File: config.mk
export PLATFORM = sky130hd
export DESIGN_NAME = adc_ctrl_regs
export DESIGN_NICKNAME = d
export VERILOG_FILES = /design/src/rtl/adc_pkg.sv /design/src/rtl/adc_rate_decode.sv /design/src/rtl/adc_gain_step.sv /design/src/rtl/adc_ctrl_regs.sv
export SDC_FILE = /design/constraint.sdc
export NUM_CORES = 1
export LEC_CHECK = 0
export BUFFER_PORTS_ARGS = -buffer_cell sky130_fd_sc_hd__buf_2
export CORE_MARGIN = 5
export CORE_UTILIZATION = 60
export DETAILED_ROUTE_END_ITERATION = 16
export PLACE_DENSITY = 0.8
export SLEW_MARGIN = 20
export SYNTH_ARGS = -nofsm -noshare
export SYNTH_HDL_FRONTEND = slang
export SYNTH_SLANG_ARGS = --single-unit
export TNS_END_PERCENT = 1
File: constraint.sdc
create_clock -name clk -period 96.5 [get_ports clk]
set_clock_uncertainty 0.1 [all_clocks]
set_input_delay 19.3 -clock clk [delete_from_list [all_inputs] [get_ports clk]]
set_output_delay 19.3 -clock clk [all_outputs]
set_load 0.01 [all_outputs]
File: src/rtl/adc_pkg.sv
package adc_pkg;

  // ----------------------------------------------------------------
  // Register page and offsets
  // ----------------------------------------------------------------
  localparam logic [3:0]  PAGE_AUDIO        = 4'h2;
  localparam logic [5:0]  OFS_FORMAT_RATE   = 6'h00;
  localparam logic [5:0]  OFS_RSVD_A        = 6'h01;
  localparam logic [5:0]  OFS_VOLUME        = 6'h02;
  localparam logic [5:0]  OFS_RSVD_B        = 6'h03;

  // ----------------------------------------------------------------
  // Reset values, write mask and gain codes
  // ----------------------------------------------------------------
  localparam logic [15:0] RST_FORMAT_RATE   = 16'h0000;
  localparam logic [15:0] RST_RSVD_A        = 16'hff00;
  localparam logic [15:0] RST_VOLUME        = 16'hffff;
  localparam logic [15:0] RST_RSVD_B        = 16'h8b00;
  localparam logic [15:0] FMT_WRITE_MASK    = 16'h0f3f;
  localparam logic [6:0]  ATT_ZERO_DB       = 7'h7f;
  localparam logic [6:0]  ATT_FLOOR         = 7'h00;
  localparam logic [7:0]  GAIN_MAX_STEPS    = 8'h7f;

  // ----------------------------------------------------------------
  // Field positions
  // ----------------------------------------------------------------
  localparam int POS_WIDTH   = 10;
  localparam int POS_FORMAT  = 8;
  localparam int POS_RATE    = 0;
  localparam int POS_LMUTE   = 15;
  localparam int POS_LATT    = 8;
  localparam int POS_RMUTE   = 7;
  localparam int POS_RATT    = 0;

  // ----------------------------------------------------------------
  // Rate codes and base rates
  // ----------------------------------------------------------------
  localparam logic [5:0] RATE_DIV1   = 6'h00;
  localparam logic [5:0] RATE_DIV1P5 = 6'h09;
  localparam logic [5:0] RATE_DIV2   = 6'h12;
  localparam logic [5:0] RATE_DIV3   = 6'h1b;
  localparam logic [5:0] RATE_DIV4   = 6'h24;
  localparam logic [5:0] RATE_DIV5   = 6'h2d;
  localparam logic [5:0] RATE_DIV6A  = 6'h36;
  localparam logic [5:0] RATE_DIV6B  = 6'h3f;
  localparam logic [19:0] BASE_48K_HZ  = 20'd48000;
  localparam logic [19:0] BASE_44K1_HZ = 20'd44100;

  typedef enum logic [1:0] {W16, W20, W24, W32} adc_width_type;
  typedef enum logic [1:0] {F_I2S, F_DSP, F_RJ, F_LJ} adc_format_type;

  typedef struct packed {
    logic        wr;
    logic        rd;
    logic [3:0]  page;
    logic [5:0]  addr;
    logic [15:0] wdata;
  } adc_req_type;

  typedef struct packed {
    logic [5:0]     sample_bits;
    adc_format_type frame_format;
    logic [3:0]     div_x2;
    logic           rate_valid;
    logic [19:0]    sample_rate_hz;
  } adc_fmt_type;

  typedef struct packed {
    logic       mute;
    logic [6:0] att_code;
    logic [7:0] gain_steps;
    logic       settled;
  } adc_chan_type;

endpackage : adc_pkg

File: src/rtl/adc_rate_decode.sv
`timescale 1ns/1ns
module adc_rate_decode import adc_pkg::*; (
  // Codes
  input  wire logic [1:0]  sample_width_sel,
  input  wire logic [1:0]  frame_format_sel,
  input  wire logic [5:0]  rate_divider_sel,
  input  wire logic        base_rate_sel,
  // Decoded
  output adc_fmt_type      fmt
);
  logic [19:0] base_hz;

  always_comb begin
    fmt = '0;
    case (sample_width_sel)
      W16:     fmt.sample_bits = 6'd16;
      W20:     fmt.sample_bits = 6'd20;
      W24:     fmt.sample_bits = 6'd24;
      default: fmt.sample_bits = 6'd32;
    endcase
    fmt.frame_format = adc_format_type'(frame_format_sel);
    base_hz = base_rate_sel ? BASE_44K1_HZ : BASE_48K_HZ;
    fmt.rate_valid = 1'b1;
    case (rate_divider_sel)
      RATE_DIV1:   fmt.div_x2 = 4'd2;
      RATE_DIV1P5: fmt.div_x2 = 4'd3;
      RATE_DIV2:   fmt.div_x2 = 4'd4;
      RATE_DIV3:   fmt.div_x2 = 4'd6;
      RATE_DIV4:   fmt.div_x2 = 4'd8;
      RATE_DIV5:   fmt.div_x2 = 4'd10;
      RATE_DIV6A:  fmt.div_x2 = 4'd12;
      RATE_DIV6B:  fmt.div_x2 = 4'd12;
      default: begin
        // Forbidden code: flagged, rate held at base
        fmt.div_x2 = 4'd2;
        fmt.rate_valid = 1'b0;
      end
    endcase
    fmt.sample_rate_hz = 20'((base_hz * 20'd2) / {16'd0, fmt.div_x2});
  end
endmodule : adc_rate_decode

File: src/rtl/adc_gain_step.sv
`timescale 1ns/1ns
module adc_gain_step import adc_pkg::*; (
  // Clock and reset
  input  wire logic       clk,
  input  wire logic       nrst,
  input  wire logic       ce,
  // Control
  input  wire logic       step_tick,
  input  wire logic [6:0] att_code,
  // Applied gain in half-dB attenuation steps
  output logic [7:0]      gain_steps_ff,
  output logic            settled_ff
);
  logic [7:0] target;

  // Code 0 is the floor, 7f is 0 dB, others count half-dB steps
  always_comb begin
    if (att_code == ATT_FLOOR) begin
      target = GAIN_MAX_STEPS;
    end else if (att_code == ATT_ZERO_DB) begin
      target = 8'h00;
    end else begin
      target = {1'b0, att_code};
    end
  end

  always_ff @(posedge clk or negedge nrst) begin
    if (!nrst) begin
      gain_steps_ff <= 8'h00;
      settled_ff    <= 1'b1;
    end else if (ce) begin
      if (step_tick && gain_steps_ff < target) begin
        gain_steps_ff <= gain_steps_ff + 8'h01;
      end else if (step_tick && gain_steps_ff > target) begin
        gain_steps_ff <= gain_steps_ff - 8'h01;
      end
      settled_ff <= (gain_steps_ff == target);
    end
  end
endmodule : adc_gain_step

File: src/rtl/adc_ctrl_regs.sv
`timescale 1ns/1ns
// Functional notes
// - Width field picks 16, 20, 24 or 32 bit samples.
// - Format field picks I2S, DSP, right or left justified.
// - Six-bit rate code divides base rate by 1 to 6.
// - Base rate is 48 kHz or 44.1 kHz.
// - Base rate bit: 0 gives 48 kHz, 1 gives 44.1 kHz.
// - Left mute bit silences left channel, resets set.
// - Left seven-bit code attenuates half dB per count, resets 0 dB.
// - Right mute bit silences right channel, resets set.
// - Right seven-bit code maps like left.
// - Applied gain steps 0.5 dB per frame clock, or every second.
// - Registers sit on page two, offsets 0 to 3.
module adc_ctrl_regs import adc_pkg::*; (
  // Clock and reset
  input  wire logic         clk,
  input  wire logic         nrst,
  input  wire logic         ce,
  // Host control port
  input  adc_req_type       req,
  output logic [15:0]       rdata_ff,
  output logic              rvalid_ff,
  // Neighbouring controls
  input  wire logic         base_rate_sel,
  input  wire logic         gain_step_rate_sel,
  input  wire logic         frame_clock,
  // Decoded settings
  output adc_fmt_type       fmt_ff,
  output adc_chan_type      left_ff,
  output adc_chan_type      right_ff,
  output logic              bad_rate_ff
);

  // ----------------------------------------------------------------
  // Storage
  // ----------------------------------------------------------------
  logic [15:0]  format_rate_ff;
  logic [15:0]  volume_ff;
  logic         hit;
  adc_fmt_type  fmt;
  logic         base_s1_ff, base_s2_ff;
  logic         step_s1_ff, step_s2_ff;
  logic         fclk_s1_ff, fclk_s2_ff, fclk_d_ff;
  logic         half_ff;
  logic         step_tick;
  logic [7:0]   lgain, rgain;
  logic         lset, rset;
  logic [15:0]  nxt_rdata;

  assign hit = (req.page == PAGE_AUDIO);

  always_ff @(posedge clk or negedge nrst) begin
    if (!nrst) begin
      format_rate_ff <= RST_FORMAT_RATE;
    end else if (ce && req.wr && hit && req.addr == OFS_FORMAT_RATE) begin
      // Reserved bits forced to zero whatever is written
      format_rate_ff <= req.wdata & FMT_WRITE_MASK;
    end
  end

  always_ff @(posedge clk or negedge nrst) begin
    if (!nrst) begin
      volume_ff <= RST_VOLUME;
    end else if (ce && req.wr && hit && req.addr == OFS_VOLUME) begin
      volume_ff <= req.wdata;
    end
  end

  // ----------------------------------------------------------------
  // Pin synchronisers
  // ----------------------------------------------------------------
  always_ff @(posedge clk or negedge nrst) begin
    if (!nrst) begin
      base_s1_ff <= 1'b0;
      base_s2_ff <= 1'b0;
      step_s1_ff <= 1'b0;
      step_s2_ff <= 1'b0;
      fclk_s1_ff <= 1'b0;
      fclk_s2_ff <= 1'b0;
      fclk_d_ff  <= 1'b0;
    end else if (ce) begin
      base_s1_ff <= base_rate_sel;
      base_s2_ff <= base_s1_ff;
      step_s1_ff <= gain_step_rate_sel;
      step_s2_ff <= step_s1_ff;
      fclk_s1_ff <= frame_clock;
      fclk_s2_ff <= fclk_s1_ff;
      fclk_d_ff  <= fclk_s2_ff;
    end
  end

  // ----------------------------------------------------------------
  // Soft-step pacing
  // ----------------------------------------------------------------
  always_ff @(posedge clk or negedge nrst) begin
    if (!nrst) begin
      half_ff <= 1'b0;
    end else if (ce && fclk_s2_ff && !fclk_d_ff) begin
      half_ff <= ~half_ff;
    end
  end

  // Every second frame when slow stepping is selected
  assign step_tick = fclk_s2_ff && !fclk_d_ff && (!step_s2_ff || half_ff);

  // ----------------------------------------------------------------
  // Decode and gain
  // ----------------------------------------------------------------
  adc_rate_decode u_dec (
    .sample_width_sel (format_rate_ff[POS_WIDTH +: 2]),
    .frame_format_sel (format_rate_ff[POS_FORMAT +: 2]),
    .rate_divider_sel (format_rate_ff[POS_RATE +: 6]),
    .base_rate_sel    (base_s2_ff),
    .fmt              (fmt)
  );

  adc_gain_step u_left (
    .clk           (clk),
    .nrst          (nrst),
    .ce            (ce),
    .step_tick     (step_tick),
    .att_code      (volume_ff[POS_LATT +: 7]),
    .gain_steps_ff (lgain),
    .settled_ff    (lset)
  );

  adc_gain_step u_right (
    .clk           (clk),
    .nrst          (nrst),
    .ce            (ce),
    .step_tick     (step_tick),
    .att_code      (volume_ff[POS_RATT +: 7]),
    .gain_steps_ff (rgain),
    .settled_ff    (rset)
  );

  always_ff @(posedge clk or negedge nrst) begin
    if (!nrst) begin
      fmt_ff      <= '0;
      bad_rate_ff <= 1'b0;
      left_ff     <= '0;
      right_ff    <= '0;
    end else if (ce) begin
      fmt_ff      <= fmt;
      bad_rate_ff <= !fmt.rate_valid;
      left_ff     <= '{mute: volume_ff[POS_LMUTE], att_code: volume_ff[POS_LATT +: 7],
                       gain_steps: lgain, settled: lset};
      right_ff    <= '{mute: volume_ff[POS_RMUTE], att_code: volume_ff[POS_RATT +: 7],
                       gain_steps: rgain, settled: rset};
    end
  end

  // ----------------------------------------------------------------
  // Read path
  // ----------------------------------------------------------------
  always_comb begin
    nxt_rdata = 16'h0000;
    if (hit) begin
      case (req.addr)
        OFS_FORMAT_RATE: nxt_rdata = format_rate_ff;
        OFS_RSVD_A:      nxt_rdata = RST_RSVD_A;
        OFS_VOLUME:      nxt_rdata = volume_ff;
        OFS_RSVD_B:      nxt_rdata = RST_RSVD_B;
        default:         nxt_rdata = 16'h0000;
      endcase
    end
  end

  always_ff @(posedge clk or negedge nrst) begin
    if (!nrst) begin
      rdata_ff  <= 16'h0000;
      rvalid_ff <= 1'b0;
    end else if (ce) begin
      rvalid_ff <= req.rd;
      if (req.rd) begin
        rdata_ff <= nxt_rdata;
      end
    end
  end

endmodule : adc_ctrl_regs

==> results.yml <==
status:
  status: "finished clean"
timing:
  rsz0062_at_grt: "no"
  hold_viol_final: 0
  slew_headroom_pct: 30.0
  fin_crit_sh_pct: 39.9
  worst_pin_slew_ns: 1.04
  slew_viol_final: 0
  clock.fmax_ghz: 0.0260
  period_minus_slack_ns: 38.53
  setup_viol: 0
  tns_ns: 0
yosys:
  synth_edf_count: 0
  ys_seq_elements: 135
  synthCells: 1626
  avgSynthCellArea_sq_um: 8.63
  mappedNetlistArea_sq_um: 14000
  ys_seq_area_share_pct: 24.2
  yosysWarnings: 0
  synthArstFlopShare_pct: 100
  yosysUniqueCellTypes: 127
  synth_ff_type: "dfrtp_1"
setup_path:
  path_max_fanout: 27
  arrival_ns: 38.72
  critPathMaxStageDelay_ns: 0.66
  criticalPathCategory: "flop to flop"
  cp-start-kind: "flop"
  crit_path_top_delay_cell: "nor2_1"
  crit_path_end_kind: "flop"
  worstReg2RegStart: "format_rate_ff[2]"
  rr_worst_depth: 154
  r2r_slack_ns: 57.97
  worst_path_most_repeated_cell: "ha_1"
  required_ns: 96.69
  r2r-end: "fmt_ff[0]"
drt:
  wl_per_cell_um: 19.4
  wl_met3_um: 2360
  drt-total-wl_um: 40000
  drcViolationCount: 0
  vias_per_cell: 6.59
  firstDrtPassIters: 9
  vias: 13600
  wl_met1_um: 16600
  wl_met2_um: 19500
  top_layer_used: "met4"
  postRouteAntennaNets: 0
  drt_iter0_drc: 1003
grt:
  groute.usage.overall_pct: 29.7
  antenna_found_initial: 0
  grt_pass1_vias: 13300
  grt_max_degree: 83
  grt_pass1_wl_um: 65600
  overflow: 0
clocking:
  cts_resized: 0
  cts.sinks: 135
  cts_hold_buf: 0
  tritoncts: "yes"
  cts_max_path_buffers: 2
  htree_levels: 4
  cts_root_buf: "clkbuf_16"
  clkTransAtPathRegs_ns: 0.07
  insertion_delay_ns: 0.44
  cts_buffers: 17
  post-cts-setup-buffers: 0
die:
  io-pin-count: 119
  dieArea_sq_um: 26500
  fp.coreArea_sq_um: 23300
  die-width_um: 163
  row_count: 56
  initial_core_util_pct: 60.3
  die_h_um: 163
final_layout:
  final_nets: 1853
  fillers: 1949
  drive_gt1_share_pct: 21.7
  finish.instance_area_sq_um: 15500
  area_growth_pct: 10.2
  antenna_cells: 0
placement:
  place_area_sq_um: 14900
  hpwl_um: 30400
  gp_congestion: 0.962
  port-buffer-count: 116
worst_hold_path:
  min_to: "rdata_ff[11]"
  min-delay-start: "rdata_ff[11]"
  hp-class: "flop to flop"
  min_path_cells: 2
run:
  maxCapViolCount: 0
## through the flow
| step | utilization, % | hold WS (ns) | cells | setup WS, ns |
|---|---|---|---|---|
| after floorplan | - | 0.346 | 1630 | 63.75 |
| after global placement | 63.9 | 0.357 | 2025 | 59.68 |
| after detailed placement | 63.9 | 0.364 | 2025 | 58.30 |
| after CTS | 66.5 | 0.378 | 2057 | 58.14 |
| after global routing | 66.5 | 0.397 | 2057 | 54.87 |
| final | 66.5 | 0.370 | 2057 | 57.97 |
## sequential cells by signal, summed over array words and instances, names as in the netlist, 8 cells and up
| signal | cells |
|---|---|
| right_ff | 17 |
| rdata_ff | 16 |
| u_right.gain_steps_ff | 8 |
| format_rate_ff | 10 |
| left_ff | 17 |
| u_left.gain_steps_ff | 8 |
| fmt_ff | 31 |
| volume_ff | 16 |
## synthesized netlist by cell type, drive strengths merged, types with 21 or more instances
cell type,count,area [sq um]
a211oi,23,200
nor2b,22,138
mux2,96,1080
nand2,123,462
inv,44,165
clkbuf,30,113
and2,21,131
a21o,38,285
nor2,125,484
ha,91,1140
nand2b,30,198
xor2,28,245
dfrtp,117,2930
nor3,56,344
xnor2,66,612
nand3,47,250
o21ai,102,526
o21a,34,255
nand4,34,219
a31oi,26,188
mux2i,21,214
o31ai,28,289
a21oi,125,663
o211ai,21,186
## per-layer routing
metal  vias up  GRT usage, %
li1       6392             -
met1      6507          37.0
met2       530          51.2
met3       123          4.73
met4         0          12.0
met5         -             0
## kinds of logic after synthesis
family / after synthesis / share of synthesized area (%)
simple gates: 564 / 21.6
compound gates: 526 / 27.2
flops: 135 / 24.2
mux: 117 / 9.23
fa+ha+maj: 95 / 8.61
xor+xnor: 95 / 6.27
buf+inv: 92 / 2.79
other cells: 2 / 0.0535
## cell type report
cell class	count	area [sq um]	share of cell area, %
clock buffers	18	439	2.84
clock inverters	14	156	1.01
inverters	44	165	1.07
multi-input cells	1403	10300	66.3
flip-flops and latches	135	3400	22.0
well taps	319	399	2.58
repair buffers	124	649	4.20
## placed cells by master (no fill, tap or decap), drive strengths merged, types with 26 or more instances in the layout
master / synthesis / layout
mux2: 96 / 96
a31oi: 26 / 26
o31ai: 28 / 28
nand2: 123 / 123
a21oi: 125 / 125
o21a: 34 / 34
ha: 91 / 91
nand4: 34 / 34
nand2b: 30 / 30
a21o: 38 / 38
o21ai: 102 / 102
dfrtp: 117 / 117
nand3: 47 / 47
xnor2: 66 / 66
buf: 18 / 124
nor3: 56 / 56
nor2: 125 / 125
xor2: 28 / 28
inv: 44 / 52
## how the worst max path moves through the flow
stage | start | endpoint | depth (start not counted)
detailed placement | format_rate_ff[2] | fmt_ff[0] | 154
floorplan | format_rate_ff[1] | fmt_ff[0] | 160
finish | format_rate_ff[2] | fmt_ff[0] | 154
global route | format_rate_ff[2] | fmt_ff[0] | 154
CTS | format_rate_ff[2] | fmt_ff[0] | 154
global placement | format_rate_ff[2] | fmt_ff[0] | 152
## critical path: cells and delay by family, from the launching register on
kind | cells | cell delay (ns)
AO/OA/AOI/OAI | 61 | 14.48
XOR/XNOR | 1 | 0.22
adder cells (fa/ha/maj) | 19 | 5.57
buffers and inverters | 7 | 0.87
flip-flops | 1 | 0.45
multiplexers | 6 | 2.45
AND/OR/NAND/NOR | 60 | 14.22
Power is left out: the tool's default activity adds up to more than one toggle a clock period on the data nets, which glitch-free logic cannot reach.
